### config.mk
export PLATFORM = sky130hd
export DESIGN_NAME = gdfm_top
export DESIGN_NICKNAME = d
export VERILOG_FILES = /design/src/hw/gdfm_pkg.sv /design/src/hw/gdfm_config.sv /design/src/hw/gdfm_pulse.sv /design/src/hw/gdfm_top.sv
export SDC_FILE = /design/constraint.sdc
export NUM_CORES = 1
export LEC_CHECK = 0
export BUFFER_PORTS_ARGS = -buffer_cell sky130_fd_sc_hd__buf_4
export CAP_MARGIN = 20
export CORE_MARGIN = 3
export CORE_UTILIZATION = 30
export CTS_CLUSTER_SIZE = 16
export DETAILED_ROUTE_END_ITERATION = 10
export GPL_TIMING_DRIVEN = 0
export PLACE_DENSITY = 0.45
export SETUP_SLACK_MARGIN = 0.05
export SLEW_MARGIN = 20
export SYNTH_ARGS = -nofsm -noshare
export SYNTH_HDL_FRONTEND = slang
export SYNTH_HIERARCHICAL = 1
export SYNTH_SLANG_ARGS = --single-unit
### constraint.sdc
create_clock -name clk_i -period 1.63 [get_ports clk_i]
set_input_delay 0.163 -clock clk_i [delete_from_list [all_inputs] [get_ports clk_i]]
set_output_delay 0.163 -clock clk_i [all_outputs]
set_load 0.02 [all_outputs]
### src/hw/gdfm_pkg.sv
// gdfm_pkg: constants and types for the gate driver fault manager
// assumes a 50 MHz core clock and synchronous pin inputs
package gdfm_pkg;

	// ****************************************************************
	// clock and timing
	// ****************************************************************
	localparam int CLK_PERIOD_NS = 20;
	// low phase of the enable reset pulse window, in ns
	localparam int RESET_PULSE_MAX_NS = 40000;
	localparam int RESET_PULSE_CYCLES = RESET_PULSE_MAX_NS / CLK_PERIOD_NS;
	localparam int PULSE_CNT_W = 12;

	// ****************************************************************
	// overcurrent mode field encoding
	// ****************************************************************
	localparam logic [1:0] OVERCURRENT_MODE_FIELD_LATCH = 2'h0;
	localparam logic [1:0] OVERCURRENT_MODE_FIELD_RETRY = 2'h1;
	localparam logic [1:0] OVERCURRENT_MODE_FIELD_REPORT = 2'h2;
	localparam logic [1:0] OVERCURRENT_MODE_FIELD_OFF = 2'h3;

	// ****************************************************************
	// reset values of configuration bits
	// ****************************************************************
	localparam logic RST_WARNING_REPORT_ENABLE = 1'h0;
	localparam logic RST_SENSE_OC_DISABLE = 1'h0;
	localparam logic [1:0] RST_OVERCURRENT_MODE_FIELD = 2'h0;

	// ****************************************************************
	// power state
	// ****************************************************************
	typedef enum logic [1:0] {
		GDFM_SLEEP = 2'b00,
		GDFM_WAKE = 2'b01,
		GDFM_RUN = 2'b11,
		GDFM_PULSE = 2'b10
	} gdfm_state_type;

endpackage : gdfm_pkg

### src/hw/gdfm_config.sv
// gdfm_config: configuration bits written by the controller
// assumes writes are qualified single-cycle strobes from the serial port
`timescale 1ns/1ps
module gdfm_config
	import gdfm_pkg::*;
(
	input wire logic clk_i,
	input wire logic nrst_i,
	input wire logic sleep_i,
	input wire logic cfg_we_i,
	input wire logic cfg_warning_report_enable_i,
	input wire logic cfg_sense_overcurrent_disable_i,
	input wire logic [1:0] cfg_overcurrent_mode_field_i,
	output logic warning_report_enable_o,
	output logic sense_overcurrent_disable_o,
	output logic [1:0] overcurrent_mode_field_o
);

	logic next_wre;
	logic next_sod;
	logic [1:0] next_ocm;

	// ****************************************************************
	// next value
	// ****************************************************************
	always_comb begin
		next_wre = warning_report_enable_o;
		next_sod = sense_overcurrent_disable_o;
		next_ocm = overcurrent_mode_field_o;
		if (sleep_i) begin
			// defaults restored in sleep
			next_wre = RST_WARNING_REPORT_ENABLE;
			next_sod = RST_SENSE_OC_DISABLE;
			next_ocm = RST_OVERCURRENT_MODE_FIELD;
		end else if (cfg_we_i) begin
			next_wre = cfg_warning_report_enable_i;
			next_sod = cfg_sense_overcurrent_disable_i;
			next_ocm = cfg_overcurrent_mode_field_i;
		end
	end

	always_ff @(posedge clk_i or negedge nrst_i) begin
		if (!nrst_i) begin
			warning_report_enable_o <= RST_WARNING_REPORT_ENABLE;
			sense_overcurrent_disable_o <= RST_SENSE_OC_DISABLE;
			overcurrent_mode_field_o <= RST_OVERCURRENT_MODE_FIELD;
		end else begin
			warning_report_enable_o <= next_wre;
			sense_overcurrent_disable_o <= next_sod;
			overcurrent_mode_field_o <= next_ocm;
		end
	end

endmodule : gdfm_config

### src/hw/gdfm_pulse.sv
// gdfm_pulse: classifies low phases of the enable pin
// assumes enable_i is synchronous to clk_i
`timescale 1ns/1ps
module gdfm_pulse
	import gdfm_pkg::*;
(
	input wire logic clk_i,
	input wire logic nrst_i,
	input wire logic enable_i,
	output logic reset_pulse_o,
	output logic sleep_req_o
);

	logic [PULSE_CNT_W-1:0] low_cnt;
	logic [PULSE_CNT_W-1:0] next_low_cnt;
	logic enable_q;
	logic next_reset_pulse;
	logic next_sleep_req;

	// ****************************************************************
	// low phase timing
	// ****************************************************************
	always_comb begin
		next_low_cnt = low_cnt;
		next_reset_pulse = 1'b0;
		next_sleep_req = sleep_req_o;
		if (!enable_i) begin
			if (low_cnt < PULSE_CNT_W'(RESET_PULSE_CYCLES))
				next_low_cnt = low_cnt + PULSE_CNT_W'(1);
			else
				next_sleep_req = 1'b1;
		end else begin
			next_low_cnt = '0;
			next_sleep_req = 1'b0;
			// short low phase ended by a rising edge
			if (!enable_q && !sleep_req_o)
				next_reset_pulse = 1'b1;
		end
	end

	always_ff @(posedge clk_i or negedge nrst_i) begin
		if (!nrst_i) begin
			low_cnt <= '0;
			enable_q <= 1'b0;
			reset_pulse_o <= 1'b0;
			sleep_req_o <= 1'b1;
		end else begin
			low_cnt <= next_low_cnt;
			enable_q <= enable_i;
			reset_pulse_o <= next_reset_pulse;
			sleep_req_o <= next_sleep_req;
		end
	end

endmodule : gdfm_pulse

### src/hw/gdfm_top.sv
// gdfm_top: fault supervision and power state of a three-phase gate driver
// assumes all inputs synchronous to clk_i; comparators deliver clean levels
//
// What this block does
// - warning sets status, drivers keep running
// - warning status clears itself with condition
// - report enable routes warning to pin
// - shutdown disables gates, pump, pulls pin
// - shutdown latches flags, recovers automatically
// - shutdown flag held until clear command
// - shutdown protection has no disable
// - sense overcurrent ignored when disabled
// - enable held low past 40 us enters sleep
// - sleep turns off drivers, regulators, bus
// - sleep restores all register defaults
// - sleep or undervoltage pulls gates off
// - enable with good supply runs everything
// - reset pulse clears latched faults only, except an overcurrent latched in retry mode
`timescale 1ns/1ps
module gdfm_top
	import gdfm_pkg::*;
(
	input wire logic clk_i,
	input wire logic nrst_i,
	input wire logic enable_i,
	input wire logic supply_undervoltage_i,
	input wire logic overtemp_warning_i,
	input wire logic thermal_shutdown_i,
	input wire logic sense_overcurrent_i,
	input wire logic retry_done_i,
	input wire logic clear_fault_bit_i,
	input wire logic cfg_we_i,
	input wire logic cfg_warning_report_enable_i,
	input wire logic cfg_sense_overcurrent_disable_i,
	input wire logic [1:0] cfg_overcurrent_mode_field_i,
	output logic fault_out_n_o,
	output logic fault_bit_o,
	output logic overtemp_warning_flag_o,
	output logic thermal_shutdown_flag_o,
	output logic sense_overcurrent_flag_o,
	output logic gate_drive_enable_o,
	output logic gate_pulldown_o,
	output logic charge_pump_enable_o,
	output logic low_side_gate_regulator_enable_o,
	output logic digital_supply_regulator_enable_o,
	output logic sense_amp_enable_o,
	output logic serial_bus_enable_o,
	output logic sleep_o
);

	gdfm_state_type state;
	gdfm_state_type next_state;
	logic reset_pulse;
	logic sleep_req;
	logic sleeping;
	logic warning_report_enable;
	logic sense_overcurrent_disable;
	logic [1:0] overcurrent_mode_field;
	logic sense_oc_armed;
	logic sense_oc_stops;
	logic clear_cmd;
	logic tsd_latch;
	logic next_tsd_latch;
	logic soc_latch;
	logic next_soc_latch;
	logic warn_reported;
	logic next_fault_n;
	logic next_fault_bit;
	logic next_gate_en;
	logic next_pump_en;
	logic next_rails_en;

	// ****************************************************************
	// submodules
	// ****************************************************************
	gdfm_pulse u_pulse (
		.clk_i(clk_i),
		.nrst_i(nrst_i),
		.enable_i(enable_i),
		.reset_pulse_o(reset_pulse),
		.sleep_req_o(sleep_req)
	);

	gdfm_config u_config (
		.clk_i(clk_i),
		.nrst_i(nrst_i),
		.sleep_i(sleeping),
		.cfg_we_i(cfg_we_i),
		.cfg_warning_report_enable_i(cfg_warning_report_enable_i),
		.cfg_sense_overcurrent_disable_i(cfg_sense_overcurrent_disable_i),
		.cfg_overcurrent_mode_field_i(cfg_overcurrent_mode_field_i),
		.warning_report_enable_o(warning_report_enable),
		.sense_overcurrent_disable_o(sense_overcurrent_disable),
		.overcurrent_mode_field_o(overcurrent_mode_field)
	);

	// ****************************************************************
	// power state
	// ****************************************************************
	assign sleeping = (state == GDFM_SLEEP);

	always_comb begin
		next_state = state;
		unique case (state)
			GDFM_SLEEP: begin
				if (!sleep_req && !supply_undervoltage_i)
					next_state = GDFM_WAKE;
			end
			GDFM_WAKE: begin
				if (sleep_req || supply_undervoltage_i)
					next_state = GDFM_SLEEP;
				else
					next_state = GDFM_RUN;
			end
			GDFM_RUN: begin
				if (sleep_req || supply_undervoltage_i)
					next_state = GDFM_SLEEP;
				else if (!enable_i)
					next_state = GDFM_PULSE;
			end
			GDFM_PULSE: begin
				// short low phase: everything stays powered
				if (sleep_req || supply_undervoltage_i)
					next_state = GDFM_SLEEP;
				else if (enable_i)
					next_state = GDFM_RUN;
			end
		endcase
	end

	always_ff @(posedge clk_i or negedge nrst_i) begin
		if (!nrst_i)
			state <= GDFM_SLEEP;
		else
			state <= next_state;
	end

	// ****************************************************************
	// fault latches
	// ****************************************************************
	assign clear_cmd = clear_fault_bit_i || reset_pulse;
	assign sense_oc_armed = (overcurrent_mode_field != OVERCURRENT_MODE_FIELD_OFF) &&
		!sense_overcurrent_disable;
	assign sense_oc_stops = soc_latch &&
		(overcurrent_mode_field != OVERCURRENT_MODE_FIELD_REPORT);
	assign warn_reported = overtemp_warning_i && warning_report_enable;

	always_comb begin
		next_tsd_latch = tsd_latch;
		next_soc_latch = soc_latch;
		if (sleeping) begin
			next_tsd_latch = 1'b0;
			next_soc_latch = 1'b0;
		end else begin
			// set wins over clear
			if (clear_cmd)
				next_tsd_latch = 1'b0;
			if (thermal_shutdown_i)
				next_tsd_latch = 1'b1;
			if (clear_cmd && !sense_overcurrent_i &&
				overcurrent_mode_field != OVERCURRENT_MODE_FIELD_RETRY)
				next_soc_latch = 1'b0;
			if (retry_done_i && overcurrent_mode_field == OVERCURRENT_MODE_FIELD_RETRY)
				next_soc_latch = 1'b0;
			if (!sense_oc_armed)
				next_soc_latch = 1'b0;
			else if (sense_overcurrent_i)
				next_soc_latch = 1'b1;
		end
	end

	always_ff @(posedge clk_i or negedge nrst_i) begin
		if (!nrst_i) begin
			tsd_latch <= 1'b0;
			soc_latch <= 1'b0;
		end else begin
			tsd_latch <= next_tsd_latch;
			soc_latch <= next_soc_latch;
		end
	end

	// ****************************************************************
	// outputs
	// ****************************************************************
	always_comb begin
		next_fault_n = 1'b1;
		next_fault_bit = 1'b0;
		next_gate_en = 1'b0;
		next_pump_en = 1'b0;
		next_rails_en = 1'b0;
		if (!sleeping) begin
			// thermal shutdown active only while the condition stands
			next_fault_n = !(thermal_shutdown_i || warn_reported ||
				soc_latch || supply_undervoltage_i);
			next_fault_bit = thermal_shutdown_i || tsd_latch ||
				warn_reported || soc_latch;
			next_gate_en = !thermal_shutdown_i && !sense_oc_stops &&
				!supply_undervoltage_i && (next_state != GDFM_SLEEP);
			next_pump_en = !thermal_shutdown_i &&
				(next_state != GDFM_SLEEP);
			next_rails_en = (next_state != GDFM_SLEEP);
		end
	end

	always_ff @(posedge clk_i or negedge nrst_i) begin
		if (!nrst_i) begin
			fault_out_n_o <= 1'b1;
			fault_bit_o <= 1'b0;
			overtemp_warning_flag_o <= 1'b0;
			thermal_shutdown_flag_o <= 1'b0;
			sense_overcurrent_flag_o <= 1'b0;
			gate_drive_enable_o <= 1'b0;
			gate_pulldown_o <= 1'b1;
			charge_pump_enable_o <= 1'b0;
			low_side_gate_regulator_enable_o <= 1'b0;
			digital_supply_regulator_enable_o <= 1'b0;
			sense_amp_enable_o <= 1'b0;
			serial_bus_enable_o <= 1'b0;
			sleep_o <= 1'b1;
		end else begin
			fault_out_n_o <= next_fault_n;
			fault_bit_o <= next_fault_bit;
			overtemp_warning_flag_o <= overtemp_warning_i && !sleeping;
			thermal_shutdown_flag_o <= next_tsd_latch;
			sense_overcurrent_flag_o <= next_soc_latch;
			gate_drive_enable_o <= next_gate_en;
			gate_pulldown_o <= !next_gate_en;
			charge_pump_enable_o <= next_pump_en;
			low_side_gate_regulator_enable_o <= next_rails_en;
			digital_supply_regulator_enable_o <= next_rails_en;
			sense_amp_enable_o <= next_rails_en;
			serial_bus_enable_o <= next_rails_en;
			sleep_o <= (next_state == GDFM_SLEEP);
		end
	end

endmodule : gdfm_top

After elaboration in Yosys (flattened, before gate mapping)
Cells that the tools add are included.
Word-level totals
  register bits: 31
  bits in latches: 0
  memory bits (writable): 0
  memory bits (read-only): 0
  bits of input ports: 14
  output and inout bits: 13
  word-level logic and storage cells: 98
  memories: 0
Operators by class
  add/sub/neg operators: 1
  multiply operators: 0
  divide/modulo/power cells: 0
  order comparisons: 1
  equal/unequal tests: 9
  shift operators: 0
  muxes and demuxes: 32
  bitwise logic cells: 0
  reduce and logical (&&, ||, !) cells: 37
Operators with widths (count)
  two-way mux 12 bit: 2
  two-way mux 1 bit: 21
  two-way mux 2 bit: 8
  logical AND 1 bit: 13
  adder 12 x 1 -> 12 bit (second input constant): 1
  less-than comparator 12 x 11 -> 1 bit (second input constant): 1
  zero test 1 bit: 10
  logical OR 1 bit: 8
  case mux 2 bit (4 select lines): 1
  inequality test 2 bit (second input constant): 3
  nonzero test 2 bit: 3
  inequality test 5 x 3 -> 1 bit (second input constant): 1
  == test 2 x 1 -> 1 bit (second input constant): 2
  == test 2 bit (second input constant): 2
  zero test 2 bit: 2
  nonzero test 3 bit: 1
  inequality test 2 x 1 -> 1 bit (second input constant): 1

Depth between registers and ports, before layout
Gate-level depths: netlist of run 1.
  word-level depth: 8
  gate-level depth with buffers: 4
  depth with buffers taken out: 4

By module
Netlist of run 1, hierarchy kept.
Modules (own cells, without submodules)
  gdfm_pulse: times used 1, cells each 78, area an instance 792.0 sq um, sequential area each 376.6 sq um
  gdfm_top: times used 1, cells each 40, area an instance 484.2 sq um, sequential area each 304.0 sq um
  gdfm_config: times used 1, cells each 13, area an instance 160.2 sq um, sequential area each 100.1 sq um

Worst setup path after synthesis of run 1
Ideal clock, no wire load.
  path type: register to register
  start: register u_pulse.low_cnt[9]
  end: register u_pulse.low_cnt[5]
  setup time: 0.125 ns
  arrival: 1.315 ns
  data required time: 1.505 ns
  slack: 0.191 ns
  stages on the path, launching flop included: 5
  path buffers: 1
  clock period less this slack: 1.439 ns
  path through: dfrtp_1 -> and3_1 -> buf_2 -> a311oi_1 -> mux2_2
On the way
  word-level cells in the longest chain between the ends: 2
RTL lines
  start: declaration: RTL line gdfm_pulse.sv:14  | logic [PULSE_CNT_W-1:0] low_cnt;
  start signal: assignment: RTL line gdfm_pulse.sv:48  | low_cnt <= next_low_cnt;
  less-than comparator 12 x 11 -> 1 bit: RTL line gdfm_pulse.sv:28  | if (low_cnt < PULSE_CNT_W'(RESET_PULSE_CYCLES))
  nonzero test 2 bit (no line)
No other way between the ends.
A chain may end at the register's enable or synchronous reset.

Worst setup path in the final report of run 1
  start: register u_pulse.low_cnt[0]
  end: register u_pulse.low_cnt[8]
On the way
  word-level cells in the longest chain between the ends: 3
  elaborated cells on any way between the ends: 5
  those cells by class: 1 x add/sub; 1 x order compare; 2 x mux; 1 x reduce/logical
RTL lines
  adder 12 x 1 -> 12 bit: RTL line gdfm_pulse.sv:29  | next_low_cnt = low_cnt + PULSE_CNT_W'(1);
  two-way mux 12 bit: RTL line gdfm_pulse.sv:28
  two-way mux 12 bit: RTL line gdfm_pulse.sv:27  | if (!enable_i) begin
Several ways; a longest one is shown, not always the timed one. The select of a mux whose other input is x is not followed.

==> impl_metrics.json, run 1 <==
{
  "layout-drive-gt1-share_pct": 37.1,
  "dp_cells": 208,
  "largest_register_ffs": 12,
  "relSlewSlack_pct": 67.3,
  "finalCritPeriodShare_pct": 95.7,
  "multiInputGateArea_um2": 594,
  "swShare_pct": 23.7,
  "die_area_um2": 5650,
  "cts_max_level": 2,
  "synth_cells": 131,
  "grt_pass1_vias": 1078,
  "drc": 0,
  "clk_path_buf_depth": 2,
  "cp_slowest_stage_delay_ns": 0.38,
  "cp.arrival_ns": 1.73,
  "overflow": 0,
  "startpoint_type": "register",
  "use_met3_pct": 4.94,
  "critPathRequiredTime_ns": 1.80,
  "met2_usage_pct": 19.5,
  "rsz0062_at_grt": "yes",
  "antenna_found_initial": 0,
  "reg_top3": "u_pulse/low_cnt x12, state x2, u_config/overcurrent_mode_field_o x2",
  "end_kind": "register",
  "power.share.combinational_pct": 12.6,
  "die_w_um": 75.2,
  "wl_per_cell_um": 14.0,
  "p_switching_uw": 441,
  "fmax_mhz": 641,
  "floorplan.initialDensity_pct": 32.1,
  "final_common_cell": "buf_4",
  "pin_count": 27,
  "worst_slew_pin_slew_ns": 0.491,
  "antenna_cells": 0,
  "yosys-top-cells-area": "dfrtp_1 (47%), dfstp_2 (7.3%), mux2_2 (3.9%)",
  "finalWeightedCongestion": 0.757,
  "synth_cell_types": 41,
  "cpMaxStageDelayCell": "dfrtp_1",
  "routed_wl_mm": 3.11,
  "numPortBuffers": 25,
  "yosysTopAreaCellShare_pct": 47.0,
  "dp_slack_ns": 0.0421,
  "layout_setup_ws_ns": 0.0701,
  "dr_total_vias": 1058,
  "insertion_delay_ns": 0.28,
  "tns_ns": 0,
  "tritoncts": "built",
  "viasPerCell": 4.77,
  "clk_pin_slew_ns": 0.07,
  "worstSetupPathType": "reg2reg",
  "hold_class": "in2reg",
  "cts_root_buf": "clkbuf_8",
  "finalMaxSlewViolations": 0,
  "largest_register": "u_pulse/low_cnt",
  "yosysWarnings": 6,
  "yosysTopAreaCell": "dfrtp_1",
  "critPathMaxFanout": 5,
  "cp_num_buf_inv": 0,
  "drtIter0Drc": 26,
  "ant_nets": 0,
  "clkPwrFrac_pct": 42.0,
  "fin_skew_ns": 0.00800,
  "grt_pass1_wl_mm": 4.92,
  "syn_nets": 146,
  "grtUsageMet1_pct": 14.1,
  "top_usage_layer": "met2",
  "crit_path_cell_trace": "ha_2 -> and4b_2 -> nor4b_4 -> mux2_2",
  "die_y_um": 75.2,
  "period_minus_slack_ns": 1.56,
  "seq_area_um2": 781,
  "avgSynthCellArea_um2": 11.0,
  "powerDensity_nw_per_um2": 988,
  "core_area_um2": 4470,
  "netlist_area_um2": 1440,
  "seqPwrFrac_pct": 45.4,
  "dr.pass1.iters": 4,
  "yosys_register_bits": 31,
  "ys_seq_area_share_pct": 54.4,
  "grt_usage_pct": 12.1,
  "area_delta_synth_final_pct": 31.4,
  "cts_made_buffers": 5,
  "outcome": "finished, final reports clean",
  "p_int_uw": 1420,
  "leakage_uw": 0.000871,
  "ir_drop_mv": 0.489,
  "row_count": 24,
  "grt_max_degree": 32,
  "fill_cells": 447,
  "finalNetCount": 184,
  "critPathTopFamily": "simple AND/OR/NAND/NOR gates",
  "cts_num_sinks": 31,
  "maxCapViolCount": 0,
  "setup_viol": 0,
  "dp.final_hpwl_mm": 2.15,
  "fin_cells": 222,
  "most-common-layout-cells": "buf_4 (32), dfrtp_1 (27), nor2_1 (15)",
  "fin_util_pct": 42.2,
  "hold_violations": 0
}
## synthesized netlist by cell type, drive strengths merged
master / instances
a2111oi: 1
a211o: 1
a211oi: 1
a21boi: 1
a21oi: 8
a221oi: 1
a311oi: 2
a31oi: 1
and2: 2
and3: 1
and4b: 1
buf: 5
clkbuf: 5
dfrtp: 27
dfstp: 4
ha: 1
inv: 8
mux2: 5
mux2i: 5
nand2: 2
nand2b: 4
nand3: 3
nand4: 2
nand4b: 1
nor2: 16
nor2b: 7
nor3: 1
nor3b: 2
nor4: 2
nor4b: 1
o211a: 1
o21ai: 4
o21bai: 1
o22ai: 1
or2: 1
or3: 1
or4b: 1
## power groups by stage
stage	registers (µW)	clock network (µW)	logic (µW)
2_1_floorplan	884	0	94.5
3_3_place_gp	859	0	227
3_5_place_dp	861	0	229
4_1_cts	847	821	232
5_1_grt	852	865	259
6_report	846	783	235
## timing repair
action,4_1_cts,5_1_grt
buffers inserted,2,2
resized for setup,2,5
endpoints found under the hold margin,27,1
hold buffers,1,1
endpoints found under the setup margin,3,4
pin swaps,0,2
## path summary, 6_finish.rpt
kind | startpoint | to | slack [ns] | cells after the start
worst max-delay path | u_pulse/low_cnt[0] | u_pulse/low_cnt[8] | 0.07 | 4
worst min-delay path | supply_undervoltage_i | fault_out_n_o | 0.04 | 2
worst max register to register | u_pulse/low_cnt[0] | u_pulse/low_cnt[8] | 0.07 | 4
worst min register to register | u_pulse/enable_q | u_pulse/reset_pulse_o | 0.41 | 1
max in group asynchronous | nrst_i | u_pulse/sleep_req_o | 0.93 | 2
min in group asynchronous | nrst_i | u_pulse/low_cnt[6] | 0.36 | 2
## logic make-up (layout without fill, tap and decap cells)
logic type	Yosys count	in the layout	synth area share [%]
DFF	31	31	54.4
and+or+nand+nor	48	48	20.2
adders and majority gates	1	1	0.871
AOI/OAI and AO/OA	23	23	10.8
buffers and inverters	18	57	6.36
muxes	10	10	7.40
## layer usage
layer  vias up  wire [µm]
li1        528          -
met1       499       1340
met2        26       1530
met3         5        184
met4         0         56
met5         -          0
## cell type report
type | count | area share (%)
Sequential cell | 31 | 41.4
Multi-Input combinational cell | 82 | 31.5
Timing Repair Buffer | 31 | 12.6
Clock buffer | 6 | 4.38
Tap cell | 52 | 3.45
Buffer | 10 | 3.25
Clock inverter | 2 | 1.86
Inverter | 8 | 1.59
## worst register-to-register path, cell delays in order, from the launching register on
cell     delay [ns]
dfrtp_1        0.38
ha_2           0.19
and4b_2        0.28
nor4b_4        0.25
mux2_2         0.36
## metrics by stage
stage	hold slack (ns)	instance area [µm²]	total power [µW]
2_1_floorplan	-0.133	1440	978
3_3_place_gp	0.124	1690	1090
3_5_place_dp	0.128	1690	1090
4_1_cts	0.00185	1840	1900
5_1_grt	0.0246	1890	1980
6_report	0.0375	1890	1860
Power figures use the tool's default switching activity.
==> run 2, diff against run 1 <==
--- a/config.mk
+++ b/config.mk
@@ -5,7 +5,7 @@
 export SDC_FILE = /design/constraint.sdc
 export NUM_CORES = 1
 export LEC_CHECK = 0
-export BUFFER_PORTS_ARGS = -buffer_cell sky130_fd_sc_hd__buf_4
+export BUFFER_PORTS_ARGS = -buffer_cell sky130_fd_sc_hd__buf_2
 export CAP_MARGIN = 20
 export CORE_MARGIN = 3
 export CORE_UTILIZATION = 30
==> run 2 against run 1 <==
  * Sequential cell count stayed put
  * First-iteration DRC count is 27% higher
  * Clock power hardly changed
  * Utilization is 1.5 points lower
  * Fmax is 2.5% higher
  * Setup slack better by 0.038 ns
  * Cell area is 3.6% lower
  * Sequential power hardly changed
  * Highest routed layer unchanged
  * Critical path type unchanged
==> impl_metrics.json, run 2 (synthesis gave the netlist of run 1 again) <==
{
  "wl_per_cell_um": 13.3,
  "fin_cells": 222,
  "area_delta_synth_final_pct": 26.7,
  "worst_slew_pin_slew_ns": 0.681,
  "antenna_found_initial": 0,
  "reg2reg_slack_ns": 0.11,
  "tns_ns": 0,
  "cts_made_buffers": 5,
  "outcome": "finished, final reports clean",
  "fill_cells": 433,
  "drc": 0,
  "clk_pin_slew_ns": 0.07,
  "min_from": "enable_i",
  "cp.arrival_ns": 1.67,
  "worstSetupPathType": "reg2reg",
  "period_minus_slack_ns": 1.52,
  "r2r_cells": 5,
  "pin_count": 27,
  "most-common-layout-cells": "dfrtp_1 (27), buf_2 (25), nor2_1 (15)",
  "cts_num_sinks": 31,
  "end_kind": "register",
  "floorplan.initialDensity_pct": 32.1,
  "timing.rr.start": "u_pulse/low_cnt[11]",
  "r2r-end": "u_pulse/low_cnt[9]",
  "finalMaxSlewViolations": 0,
  "rsz0062_at_grt": "no",
  "ant_nets": 0,
  "insertion_delay_ns": 0.28,
  "startpoint_type": "register",
  "leakage_uw": 0.000855,
  "whs_ns": 0.0277,
  "fmax_mhz": 657,
  "ir_drop_mv": 0.448,
  "viasPerCell": 4.96,
  "numPortBuffers": 25,
  "core_area_um2": 4470,
  "finalCritPeriodShare_pct": 93.4,
  "hold_violations": 0,
  "layout-drive-gt1-share_pct": 37.1,
  "grt_pass1_vias": 1106,
  "routed_wl_mm": 2.96,
  "maxCapViolCount": 0,
  "hold_end": "u_pulse/enable_q",
  "relSlewSlack_pct": 54.6,
  "hold_path_depth": 1,
  "cts_max_level": 2,
  "dp.final_hpwl_mm": 2.06,
  "overflow": 0,
  "largest_register_ffs": 12,
  "drtIter0Drc": 33,
  "largest_register": "u_pulse/low_cnt",
  "reg_top3": "u_pulse/low_cnt x12, state x2, u_config/overcurrent_mode_field_o x2",
  "hold_class": "in2reg",
  "dr.pass1.iters": 4,
  "finalNetCount": 184,
  "antenna_cells": 0,
  "powerDensity_nw_per_um2": 1010,
  "dp_cells": 208,
  "dr_total_vias": 1102,
  "grt_max_degree": 32,
  "cts_root_buf": "clkbuf_8",
  "critPathMaxFanout": 5,
  "setup_viol": 0,
  "grt_usage_pct": 11.8,
  "row_count": 24,
  "tritoncts": "built",
  "fin_skew_ns": 0.00256,
  "die_w_um": 75.2,
  "critPathRequiredTime_ns": 1.77,
  "final_common_cell": "dfrtp_1",
  "grt_pass1_wl_mm": 4.94,
  "clk_path_buf_depth": 2,
  "die_area_um2": 5650,
  "finalWeightedCongestion": 0.732,
  "die_y_um": 75.2
}
[run 2: changes by cell type in the layout (fill, tap and decap cells not counted), sizes merged]
cell | before | now
dlygate4sd3 | 2 | 1
clkbuf | 11 | 12
[run 2: worst max-delay path: stages, from the launching register on]
cell	delay, ns
dfrtp_1	0.42
nand4b_1	0.26
buf_4	0.19
buf_4	0.12
nor4_1	0.32
a211oi_2	0.08
[run 2: routing by layer]
layer	vias up	share of wire, %	global-route usage, %
met2	26	48	18.9
met4	0	1.5	5.83
met3	5	5.8	3.47
met5	-	0	0
met1	545	44	14.6
li1	526	-	-
[run 2: metrics by stage]
step / util, % / setup WS (ns) / power [µW] / cell area, µm²
floorplan: - / 0.191 / 978 / 1440
CTS: 39.5 / 0.0152 / 1860 / 1770
global placement: 36.4 / 0.0462 / 1060 / 1630
finish: 40.7 / 0.108 / 1830 / 1820
detailed placement: 36.4 / 0.0293 / 1060 / 1630
global route: 40.7 / 0.0304 / 1930 / 1820
[run 2: worst max-delay path by stage]
stage	start	end	slack [ns]	depth (start not counted)
after floorplan	u_pulse/low_cnt[9]	u_pulse/low_cnt[5]	0.19	4
after global placement	u_pulse/low_cnt[11]	u_pulse/low_cnt[5]	0.05	3
after detailed placement	u_pulse/low_cnt[5]	u_pulse/low_cnt[0]	0.03	4
after CTS	u_pulse/low_cnt[5]	u_pulse/low_cnt[0]	0.02	4
after global routing	u_pulse/low_cnt[11]	u_pulse/low_cnt[9]	0.03	5
final	u_pulse/low_cnt[11]	u_pulse/low_cnt[9]	0.11	5
[run 2: report_power, final]
group          switching, µW  internal (µW)
sequential              27.3            817
combinational            121           82.6
clock                    292            494
[run 2: timing repair]
item	4_1_cts	5_1_grt
endpoints found under the setup margin	2	5
resized for setup	0	6
hold buffers	1	0
setup buffers	2	3
pin swaps	0	1
hold endpoints to repair	27	0
[run 2: cell type report]
class                      count  area [µm²]  area share [%]
inverter                       8        30.0            1.65
timing repair buffer          31         173            9.49
multi-input combinational     82         589            32.4
buffer                        10        63.8            3.51
clock inverter                 2        35.0            1.93
tap                           52        65.1            3.58
sequential                    31         781            42.9
clock buffer                   6        82.6            4.54
